<file path="src/hdl/ecl_pkg.sv">
// constants for the power-up configuration word loader of a four-port switch
// assumes words arrive already fetched from the serial memory, one per strobe
//
// How it works
// - word 66h bit 0 sets port 3 slot implemented flag
// - word 66h bit 1 sets port 3 connector clock flag
// - word 66h bit 2 sets port 3 device specific init flag
// - word 66h bit 3 sets port 3 low priority channel count
// - word 66h bits 6:4 set port 3 logical port number
// - word 66h bits 15:9 set port 3 traffic class to channel 0 map
// - words 70h..76h low byte sets base power of ports 0..3
// - power budget word bits 9:8 set the data scale field
// - power budget word bits 11:10 set the power state field
// - power budget word bit 15 sets the system allocated flag
// - words 80h, 82h bits 5:0 set power control fields of ports 0, 1
// - power control word bit 6 sets receive polarity disable
// - power control word bit 7 sets vga decode enable
// - power control word bits 15:8 set phy control bits 31:24
// - words 60h, 62h, 64h apply the slot word layout to ports 0..2
`default_nettype none
package ecl_pkg;

    localparam int NPORT = 4;
    localparam int NPMC  = 2;

    // ****************************************************************
    // word addresses in the configuration memory
    // ****************************************************************
    localparam logic [7:0] SLOT_WORD_BASE = 8'h60;
    localparam logic [7:0] PBUD_WORD_BASE = 8'h70;
    localparam logic [7:0] PMC_WORD_BASE  = 8'h80;
    localparam logic [7:0] WORD_STRIDE    = 8'h02;

    // ****************************************************************
    // bit positions inside the fetched words
    // ****************************************************************
    localparam int SLOT_IMPL_BIT = 0;
    localparam int CONN_CLK_BIT  = 1;
    localparam int DSI_BIT       = 2;
    localparam int LPC_BIT       = 3;
    localparam int PNUM_LSB      = 4;
    localparam int TCMAP_LSB     = 9;
    localparam int BPWR_LSB      = 0;
    localparam int DSCALE_LSB    = 8;
    localparam int PMST_LSB      = 10;
    localparam int SYSALLOC_BIT  = 15;
    localparam int PMCF_LSB      = 0;
    localparam int RXPOL_BIT     = 6;
    localparam int VGA_BIT       = 7;
    localparam int PHY_LSB       = 8;

    // ****************************************************************
    // values after reset (the fields' defaults)
    // ****************************************************************
    localparam logic [NPORT-1:0]   FLAG_RST  = 4'h0;
    localparam logic [3*NPORT-1:0] PNUM_RST  = 12'h000;
    localparam logic [7*NPORT-1:0] TCMAP_RST = 28'h0000000;
    localparam logic [8*NPORT-1:0] BPWR_RST  = 32'h00000000;
    localparam logic [2*NPORT-1:0] PAIR_RST  = 8'h00;
    localparam logic [6*NPMC-1:0]  PMCF_RST  = 12'h000;
    localparam logic [NPMC-1:0]    PMFL_RST  = 2'h0;
    localparam logic [8*NPMC-1:0]  PHY_RST   = 16'h0000;

    typedef enum logic [0:0] {
        ECL_LOAD,
        ECL_DONE
    } ecl_state_t;

    typedef struct packed {
        ecl_state_t           st;
        logic                 ready;
        logic [NPORT-1:0]     slot_impl;
        logic [NPORT-1:0]     conn_clk;
        logic [NPORT-1:0]     dsi_req;
        logic [NPORT-1:0]     lpc;
        logic [3*NPORT-1:0]   port_num;
        logic [7*NPORT-1:0]   tc_map;
        logic [8*NPORT-1:0]   base_pwr;
        logic [2*NPORT-1:0]   dscale;
        logic [2*NPORT-1:0]   pm_state;
        logic [NPORT-1:0]     sys_alloc;
        logic [6*NPMC-1:0]    pm_ctrl;
        logic [NPMC-1:0]      rx_pol_dis;
        logic [NPMC-1:0]      vga_en;
        logic [8*NPMC-1:0]    phy_ctl;
    } ecl_regs_t;

endpackage

`default_nettype wire

</file>
<file path="src/hdl/ecl_loader.sv">
// configuration word loader: copies fetched words into per-port fields
// assumes an upstream fetcher presents one word per word_valid cycle
`timescale 1ns/100ps
`default_nettype none

module ecl_loader (
    input  wire logic                             clk,
    input  wire logic                             rst,
    input  wire logic                             word_valid,
    input  wire logic [7:0]                       word_addr,
    input  wire logic [15:0]                      word_data,
    input  wire logic                             load_done,
    output logic                                  cfg_ready,
    output logic [ecl_pkg::NPORT-1:0]             slot_impl,
    output logic [ecl_pkg::NPORT-1:0]             conn_clk,
    output logic [ecl_pkg::NPORT-1:0]             dsi_req,
    output logic [ecl_pkg::NPORT-1:0]             low_priority_channel_count,
    output logic [3*ecl_pkg::NPORT-1:0]           port_num,
    output logic [7*ecl_pkg::NPORT-1:0]           tc_map,
    output logic [8*ecl_pkg::NPORT-1:0]           base_pwr,
    output logic [2*ecl_pkg::NPORT-1:0]           data_scale,
    output logic [2*ecl_pkg::NPORT-1:0]           pm_state,
    output logic [ecl_pkg::NPORT-1:0]             sys_alloc,
    output logic [6*ecl_pkg::NPMC-1:0]            pm_ctrl,
    output logic [ecl_pkg::NPMC-1:0]              rx_pol_dis,
    output logic [ecl_pkg::NPMC-1:0]              vga_en,
    output logic [8*ecl_pkg::NPMC-1:0]            phy_control_word_five
);
    import ecl_pkg::*;

    ecl_regs_t        s_r;
    ecl_regs_t        s_nxt;
    logic [NPORT-1:0] slot_hit;
    logic [NPORT-1:0] pbud_hit;
    logic [NPMC-1:0]  pmc_hit;

    // ****************************************************************
    // word address decode, one comparator set per port
    // ****************************************************************
    genvar gp;
    generate
        for (gp = 0; gp < NPORT; gp = gp + 1) begin : g_dec
            localparam logic [7:0] OFS = 8'(gp * 2);
            assign slot_hit[gp] = word_valid && (word_addr == SLOT_WORD_BASE + OFS);
            assign pbud_hit[gp] = word_valid && (word_addr == PBUD_WORD_BASE + OFS);
            // control words exist for two ports only
            // no comparator for ports 2, 3: words 84h, 86h are ignored
            if (gp < NPMC) begin : g_pmc
                assign pmc_hit[gp] = word_valid && (word_addr == PMC_WORD_BASE + OFS);
            end
        end
    endgenerate

    // ****************************************************************
    // next state: field copies and load sequencing
    // ****************************************************************
    always_comb begin
        s_nxt = s_r;
        case (s_r.st)
            ECL_LOAD: begin
                for (int p = 0; p < NPORT; p++) begin
                    if (slot_hit[p]) begin
                        s_nxt.slot_impl[p] = word_data[SLOT_IMPL_BIT];
                        s_nxt.conn_clk[p]  = word_data[CONN_CLK_BIT];
                        s_nxt.dsi_req[p]   = word_data[DSI_BIT];
                        s_nxt.lpc[p]       = word_data[LPC_BIT];
                        s_nxt.port_num[3*p +: 3] = word_data[PNUM_LSB +: 3];
                        s_nxt.tc_map[7*p +: 7]   = word_data[TCMAP_LSB +: 7];
                    end
                    if (pbud_hit[p]) begin
                        s_nxt.base_pwr[8*p +: 8] = word_data[BPWR_LSB +: 8];
                        s_nxt.dscale[2*p +: 2]   = word_data[DSCALE_LSB +: 2];
                        s_nxt.pm_state[2*p +: 2] = word_data[PMST_LSB +: 2];
                        s_nxt.sys_alloc[p]       = word_data[SYSALLOC_BIT];
                    end
                end
                for (int q = 0; q < NPMC; q++) begin
                    if (pmc_hit[q]) begin
                        s_nxt.pm_ctrl[6*q +: 6] = word_data[PMCF_LSB +: 6];
                        s_nxt.rx_pol_dis[q]     = word_data[RXPOL_BIT];
                        s_nxt.vga_en[q]         = word_data[VGA_BIT];
                        s_nxt.phy_ctl[8*q +: 8] = word_data[PHY_LSB +: 8];
                    end
                end
                if (load_done) begin
                    s_nxt.st    = ECL_DONE;
                    s_nxt.ready = 1'b1;
                end
            end
            // fields frozen once ports may answer requests
            ECL_DONE: begin
                s_nxt.ready = 1'b1;
            end
            default: begin
                s_nxt.st = ECL_LOAD;
            end
        endcase
    end

    // ****************************************************************
    // state register with defaults on reset
    // ****************************************************************
    always_ff @(posedge clk) begin
        if (rst) begin
            s_r.st         <= ECL_LOAD;
            s_r.ready      <= 1'b0;
            s_r.slot_impl  <= FLAG_RST;
            s_r.conn_clk   <= FLAG_RST;
            s_r.dsi_req    <= FLAG_RST;
            s_r.lpc        <= FLAG_RST;
            s_r.port_num   <= PNUM_RST;
            s_r.tc_map     <= TCMAP_RST;
            s_r.base_pwr   <= BPWR_RST;
            s_r.dscale     <= PAIR_RST;
            s_r.pm_state   <= PAIR_RST;
            s_r.sys_alloc  <= FLAG_RST;
            s_r.pm_ctrl    <= PMCF_RST;
            s_r.rx_pol_dis <= PMFL_RST;
            s_r.vga_en     <= PMFL_RST;
            s_r.phy_ctl    <= PHY_RST;
        end else begin
            s_r <= s_nxt;
        end
    end

    // outputs are the flip-flops themselves
    assign cfg_ready                  = s_r.ready;
    assign slot_impl                  = s_r.slot_impl;
    assign conn_clk                   = s_r.conn_clk;
    assign dsi_req                    = s_r.dsi_req;
    assign low_priority_channel_count = s_r.lpc;
    assign port_num                   = s_r.port_num;
    assign tc_map                     = s_r.tc_map;
    assign base_pwr                   = s_r.base_pwr;
    assign data_scale                 = s_r.dscale;
    assign pm_state                   = s_r.pm_state;
    assign sys_alloc                  = s_r.sys_alloc;
    assign pm_ctrl                    = s_r.pm_ctrl;
    assign rx_pol_dis                 = s_r.rx_pol_dis;
    assign vga_en                     = s_r.vga_en;
    assign phy_control_word_five      = s_r.phy_ctl;

endmodule

`default_nettype wire

</file>
<file path="config.mk">
export PLATFORM = sky130hd
export DESIGN_NAME = ecl_loader
export DESIGN_NICKNAME = d
export VERILOG_FILES = /design/src/hdl/ecl_pkg.sv /design/src/hdl/ecl_loader.sv
export SDC_FILE = /design/constraint.sdc
export NUM_CORES = 1
export LEC_CHECK = 0
export BUFFER_PORTS_ARGS = -buffer_cell sky130_fd_sc_hd__buf_2
export CAP_MARGIN = 15
export CORE_MARGIN = 2
export CORE_UTILIZATION = 40
export DETAILED_ROUTE_END_ITERATION = 10
export PLACE_DENSITY_LB_ADDON = 0.3
export SETUP_SLACK_MARGIN = 0.05
export SLEW_MARGIN = 20
export SYNTH_ARGS = -nofsm -noshare
export SYNTH_HDL_FRONTEND = slang
export SYNTH_SLANG_ARGS = --single-unit
export TNS_END_PERCENT = 20
</file>
<file path="constraint.sdc">
create_clock -name clk -period 1.6 [get_ports clk]
set_input_delay 0.32 -clock clk [delete_from_list [all_inputs] [get_ports clk]]
set_output_delay 0.32 -clock clk [all_outputs]
set_load 0.01 [all_outputs]
</file>
# == Yosys cells after proc, flatten, opt, wreduce, memory -nomap -nowiden ==
# Cells that the tools add are included.
# word_totals
reg_bits,142
elab_cells,85
output_inout_bits,141
# op_classes
n_mux,3
n_eq_ne,11
bitwise_logic,1
n_reduce_logical,20
# ops
cell,count
$eq A8 B7 Y1 const B,8
$reduce_and A2 Y1,10
$eq A8 B8 Y1 const B,2
$logic_and A1 B1 Y1,10
$mux W2,1
$ne A2 B2 Y1 const B,1
$pmux W1 S2,1
$mux W1,1
$not A1 Y1,1

# == Depth between registers and ports, before layout ==
# Gate-level depths: netlist of run 1.
# depth
word_depth,3
ltp_mapped,5
mapped_depth_nobuf,3

# == Worst setup path before layout of run 1 ==
# No wires, ideal clock.
# synth_timing
path_type,flip-flop to flip-flop
from,register s_r[141] (netlist bit)
to,register conn_clk[2] (netlist name)
stages_incl_launch_ff,6
setup_time_ns,0.132
required_ns,1.468
slack_ns,0.157
n_path_buf,2
arrival_ns,1.311
path_cell_list,dfxtp_1 > nor4b_4 > buf_6 > nand4b_4 > buf_6 > mux2i_1
# synth_between
elab_chain_len,2
# synth_lines
element,line_no,source
start: declaration,ecl_loader.sv:31,ecl_regs_t s_r;
start signal: assignment,ecl_loader.sv:122,s_r <= s_nxt;
$not A1 Y1 (no source line),--,
$reduce_and A2 Y1 (no source line),--,
# No other way between the ends.
# A chain may end at the register's enable or synchronous reset.

# == Worst setup path after layout of run 1 ==
# layout_timing
from,register s_r[141] (netlist bit)
to,register tc_map[5] (netlist name)
# layout_between
elab_chain_len,2
# layout_lines
element
$not A1 Y1 (no source line)
$reduce_and A2 Y1 (no source line)
# No other way between the ends.

==> run_results.csv, run 1 <==
group,metric,value,unit
final_layout,nets,710,
synth,synth_top_area_cell,"dfxtp_1",
final_layout,drive_gt1_share,34.96,%
drt,viasPerCell,4.472,
sta,slew_headroom,70.52,%
synth,yosysTopAreaCellShare,42.05,%
worst_setup_path,required,1.89,ns
floorplan,core,0.01652,sq mm
global_routing,grt_first_pass_wirelength,23410,microns
sta,final.min_clock_period,1.502,ns
sta,finalSetupViolCount,0,
placement,port_buffers,168,
floorplan,dieArea,0.01796,sq mm
worst_setup_path,arrival,1.79,ns
outcome,status,"finished, final reports clean",
synth,netlist_top_cells_count,"nand2b_1 (156), dfxtp_1 (142), buf_4 (140), mux2i_1 (140), clkbuf_1 (29)",
worst_setup_path,rr_endpoint,"tc_map[5]$_SDFFE_PP0P_",
run,max_cap_viol_count,0,
sta,rsz0062_at_grt,"true",
cts,clock-sinks,142,
worst_setup_path,worstRegToRegCells,5,
sta,tightest_slew,0.4422,ns
global_routing,gr-total-overflow,0,
floorplan,die_y,134,microns
synth,yosysMostFrequentCell,"nand2b_1",
placement,place_ws,0.004101,ns
cts,cts_tree,"done",
sta,slew_viol_final,0,
floorplan,ioPinCount,169,
worst_setup_path,timing.reg2reg.setup_slack,0.1,ns
global_routing,antenna_found_initial,0,
placement,place_area,0.006964,sq mm
global_routing,grt_pass1_vias,4249,
worst_setup_path,slowest_stage,"dfxtp_1",
placement,place_congestion,0.7685,
synth,syn-cell-area,0.006760,sq mm
synth,syn_area_per_cell,10.46,sq um
sta,fin_crit_sh,93.86,%
floorplan,fp.dieW,134,microns
synth,ys_seq_area_share,42.05,%
synth,synth_nets,674,
hold_path,min_from,"load_done",
placement,hpwl,10680,microns
worst_setup_path,crit_chain,"nor4b_4 > buf_12 > nand4b_2 > buf_12 > mux2i_1",
worst_setup_path,cp_num_buf_inv,2,
worst_setup_path,start_kind,"flop",
drt,antenna_left,0,
worst_setup_path,critPathMaxFanout,14,
final_layout,fill_cells,1562,
synth,synth-seq-cells,142,
drt,num_vias,4092,
synth,synth.area.top_cells,"dfxtp_1 (42%), mux2i_1 (21%), buf_4 (16%), nand2b_1 (14%), clkbuf_1 (1.6%)",
sta,finClkSkew,0.005961,ns
drt,drt_first_pass_iters,4,
global_routing,grtUsageTotal,17.12,%
synth,synth_cells,646,
cts,post_cts_buffers,0,
floorplan,row_count,47,
worst_setup_path,cpPeakStageDelay,0.34,ns
sta,fin_setup_tns,0,ns
cts,cts_max_level,4,
synth,synth_edf_count,0,
sta,fmax,0.6659,GHz
worst_setup_path,path_delay_family,"simple AND/OR/NAND/NOR gates",
synth,async_flop_share,0,%
drt,first_iter_violations,149,
cts,numCtsBuffers,17,
drt,finalWirelength,15160,microns
global_routing,grt_max_degree,53,
sta,layout_setup_ws,0.09825,ns
cts,cts_root_buffer,"clkbuf_16",
hold_path,min_to,"s_r[141]$_SDFF_PP0_",
hold_path,min_delay_path_depth,3,
final_layout,diodes,0,
cts,clkLatencyLatePin,0.42,ns
cts,cts.clk_slew.worst_paths,0.06,ns
worst_setup_path,end_kind,"flop",
hold_path,hp-class,"in2reg",
sta,hold_viol,0,
floorplan,start_util,40.91,%
drt,route.detailed.drc,0,
final_layout,design_area,0.007569,sq mm
pwr,peakVddDrop,735.7,uV
worst_setup_path,crit_type,"reg2reg",
synth,ys.flop_type,"dfxtp_1",
drt,drt-wirelength-per-cell,16.57,microns
synth,synth_warnings,0,
worst_setup_path,cpMostUsedCell,"buf_12",
pwr,p_leak,0.004166,uW
final_layout,area_growth,11.96,%
cts,cts_buffer_depth,2,
pwr,powerDensity,1038,mW/mm^2
worst_setup_path,r2r-start,"s_r[141]$_SDFF_PP0_",
synth,synth_cell_types,23,
sequential cells by signal, indices dropped and copies added, names as in the netlist:
name and cells:
conn_clk 4, vga_en 2, sys_alloc 4, low_priority_channel_count 4, s_r 1, base_pwr 32
data_scale 8, slot_impl 4, cfg_ready 1, tc_map 28, pm_state 8, pm_ctrl 12
rx_pol_dis 2, dsi_req 4, phy_control_word_five 16, port_num 12
area by class of cell:
| cell class | count | area, sq um | area share [%] |
|---|---|---|---|
| multi-input cells | 320 | 2640 | 34.88 |
| clock buffers | 18 | 429.2 | 5.670 |
| well taps | 220 | 275.3 | 3.637 |
| flip-flops and latches | 142 | 2843 | 37.56 |
| inverters | 1 | 3.754 | 0.04959 |
| clock inverters | 14 | 168.9 | 2.232 |
| repair buffers | 200 | 1209 | 15.97 |
layout by cell type, fill, tap and decap left out, types with 2 or more instances in the layout:
cell type,synthesis,layout
dfxtp_1,142,142
bufinv_16,0,3
nand4b_4,3,3
buf_4,140,23
nand3_1,2,2
nand3_2,3,3
mux2i_1,140,140
nor2_1,3,3
clkinv_2,0,3
clkinv_4,0,2
clkbuf_16,0,17
nand2b_1,156,156
buf_2,6,167
buf_12,0,10
clkinvlp_4,0,5
where the power goes:
part / switching [uW] / internal, uW / leakage, uW
Clock: 1540 / 2450 / 0.000278
Combinational: 175 / 149 / 0.00274
Sequential: 4.39 / 3540 / 0.00114
Total: 1720 / 6140 / 0.00417
how the worst max path moves through the flow:
stage,to,from,depth (start not counted),slack (ns)
floorplan,conn_clk[2]$_SDFFE_PP0P_,s_r[141]$_SDFF_PP0_,5,0.16
global placement,tc_map[4]$_SDFFE_PP0P_,word_addr[0],6,0.04
detailed placement,phy_control_word_five[6]$_SDFFE_PP0P_,word_addr[0],5,0.004
CTS,phy_control_word_five[6]$_SDFFE_PP0P_,s_r[141]$_SDFF_PP0_,4,0.07
global route,port_num[2]$_SDFFE_PP0P_,s_r[141]$_SDFF_PP0_,5,0.03
finish,tc_map[5]$_SDFFE_PP0P_,s_r[141]$_SDFF_PP0_,5,0.1
cell families after synthesis:
group | Yosys count | share of synthesized area, %
AOI/OAI and AO/OA | 1 | 0.07396
buffers and inverters | 184 | 18.99
DFF | 142 | 42.05
muxes | 140 | 20.73
and+or+nand+nor | 179 | 18.16
worst reg2reg max path: stages, from the launching register on:
cell	delay, ns
dfxtp_1	0.34
nor4b_4	0.34
buf_12	0.20
nand4b_2	0.17
buf_12	0.21
mux2i_1	0.12
metrics by stage:
| step | instances | total power, uW | hold WS [ns] | util (%) |
|---|---|---|---|---|
| final | 915 | 7856 | 0.1195 | 45.80 |
| after floorplan | 646 | 3814 | 0.4456 | - |
| after global placement | 883 | 3946 | 0.4325 | 42.14 |
| after detailed placement | 883 | 3954 | 0.4444 | 42.14 |
| after CTS | 915 | 7966 | 0.1024 | 45.76 |
| after global routing | 915 | 8145 | 0.1601 | 45.80 |
per-layer routing:
metal | vias up | global-route usage, % | part of all wire [%]
li1 | 2024 | - | -
met1 | 1953 | 21.24 | 45
met2 | 102 | 28.18 | 48
met3 | 13 | 5.518 | 5.1
met4 | 0 | 5.615 | 1.2
met5 | - | 0 | 0
what timing repair did:
item | 4_1_cts | 5_1_grt
hold buffers | 0 | 0
setup endpoints to repair | 0 | 19
gates resized for setup | 0 | 2
No activity file was read; power rests on OpenSTA's default activity.
==> run 2, diff against run 1 <==
Settings changed: PLACE_DENSITY_LB_ADDON 0.3 to not set.
==> run_results.csv, run 2 (synthesized netlist as in run 1, its figures left out) <==
group,metric,value,unit
global_routing,grt_pass1_vias,4295,
worst_setup_path,crit_type,"reg2reg",
sta,whs,0.1204,ns
outcome,status,"finished, final reports clean",
sta,rsz0062_at_grt,"false",
final_layout,diodes,0,
global_routing,use_met2,28.49,%
drt,viasPerCell,4.576,
worst_setup_path,start_kind,"flop",
worst_setup_path,arrival,1.76,ns
floorplan,row_count,47,
drt,antenna_left,0,
placement,hpwl,10670,microns
drt,route.detailed.drc,0,
final_layout,design_area,0.007520,sq mm
global_routing,grtUsageMet3,4.460,%
sta,finalSetupViolCount,0,
cts,clkLatencyLatePin,0.41,ns
drt,first_iter_violations,133,
cts,clock-sinks,142,
sta,finClkSkew,0.006101,ns
final_layout,final_cell_mix,"buf_2 (167), nand2b_1 (156), dfxtp_1 (142)",
worst_setup_path,critPathMaxFanout,13,
floorplan,fp.dieW,134,microns
sta,hold_viol,0,
cts,post_cts_buffers,0,
global_routing,grtUsageTotal,16.98,%
cts,cts_root_buffer,"clkbuf_16",
global_routing,antenna_found_initial,0,
final_layout,multi_input_area,0.002636,sq mm
final_layout,final_common_cell,"buf_2",
pwr,peakVddDrop,700.7,uV
cts,cts_tree,"done",
drt,num_vias,4178,
run,max_cap_viol_count,0,
pwr,p_leak,0.004167,uW
pwr,powerDensity,995.2,mW/mm^2
placement,port_buffers,168,
final_layout,fill_cells,1566,
final_layout,drive_gt1_share,34.20,%
floorplan,start_util,40.91,%
sta,slew_headroom,67.85,%
placement,place_area,0.006982,sq mm
final_layout,fin_util,45.51,%
sta,final.min_clock_period,1.410,ns
cts,cts_buffer_depth,2,
global_routing,gr-total-overflow,0,
sta,slew_viol_final,0,
final_layout,largest-register,"base_pwr",
cts,cts.clk_slew.worst_paths,0.06,ns
worst_setup_path,required,1.95,ns
worst_setup_path,end_kind,"flop",
global_routing,top_usage_layer,"met2",
cts,cts_max_level,4,
final_layout,seqCellArea,0.002843,sq mm
floorplan,die_y,134,microns
sta,tightest_slew,0.4822,ns
drt,drt-wirelength-per-cell,16.65,microns
floorplan,core,0.01652,sq mm
drt,finalWirelength,15200,microns
hold_path,hp-class,"in2reg",
drt,drt_first_pass_iters,4,
global_routing,grt_first_pass_wirelength,23280,microns
sta,fin_crit_sh,88.11,%
sta,fmax,0.7093,GHz
floorplan,dieArea,0.01796,sq mm
global_routing,grt_use_met1,20.79,%
floorplan,ioPinCount,169,
cts,numCtsBuffers,17,
global_routing,grt_max_degree,58,
final_layout,largest_register_ffs,32,
final_layout,area_growth,11.23,%
final_layout,nets,709,
placement,place_congestion,0.7818,
run 2: cell types whose count changed in the layout (fill, tap and decap cells not counted):
cell        before  now
clkbuf_8         0    2
inv_6            1    0
buf_4           23   20
and3_2           1    2
and3_4           1    0
clkinv_2         3    5
clkinvlp_4       5    0
bufinv_16        3    1
clkbuf_1         1    5
buf_12          10   12
clkinv_4         2    1
run 2: area by class of cell:
cell class	instances	area share, %
clock inverter	7	0.8486
multi-input combinational	320	35.06
timing repair buffer	199	16.31
sequential	142	37.80
inverter	1	0.04992
clock buffer	24	6.273
tap	220	3.661
run 2: timing repair:
item                                    in CTS  in global routing
pin swaps                                    0                  1
endpoints found under the setup margin       1                  8
hold buffers                                 0                  0
gates resized for setup                      1                  1
gates cloned                                 0                  0
run 2: critical path, stage by stage, from the launching register on:
cell,delay [ns]
dfxtp_1,0.33
nor4b_4,0.27
buf_12,0.19
and3_2,0.23
buf_12,0.13
mux2i_1,0.18
run 2: worst paths after layout:
kind	startpoint	endpoint	slack [ns]	depth (start not counted)
min	load_done	s_r[141]$_SDFF_PP0_	0.12	3
max	s_r[141]$_SDFF_PP0_	base_pwr[3]$_SDFFE_PP0P_	0.19	5
max reg2reg	s_r[141]$_SDFF_PP0_	base_pwr[3]$_SDFFE_PP0P_	0.19	5
min reg2reg	cfg_ready$_SDFFE_PP0P_	cfg_ready$_SDFFE_PP0P_	0.45	2
run 2: per-stage QoR:
stage | TNS [ns] | cells | setup WS, ns | power (uW)
after floorplan | 0 | 646 | 0.1569 | 3814
after global placement | 0 | 882 | 0.05904 | 3940
after detailed placement | -0.001851 | 882 | -0.001851 | 3948
after CTS | 0 | 913 | 0.07319 | 7585
after global routing | 0 | 913 | 0.08372 | 7754
final | 0 | 913 | 0.1902 | 7484
run 2: metal layers:
layer  wire length (microns)  vias to the layer above
li1                        -                     2022
met5                       0                        -
met2                    7490                       98
met4                     293                        0
met3                     682                       23
met1                    6733                     2035
run 2: power breakdown:
group	internal (uW)	switching [uW]	total (uW)
combinational	144	173	318
clock	2200	1420	3620
sequential	3540	4.40	3550
total	5890	1600	7480
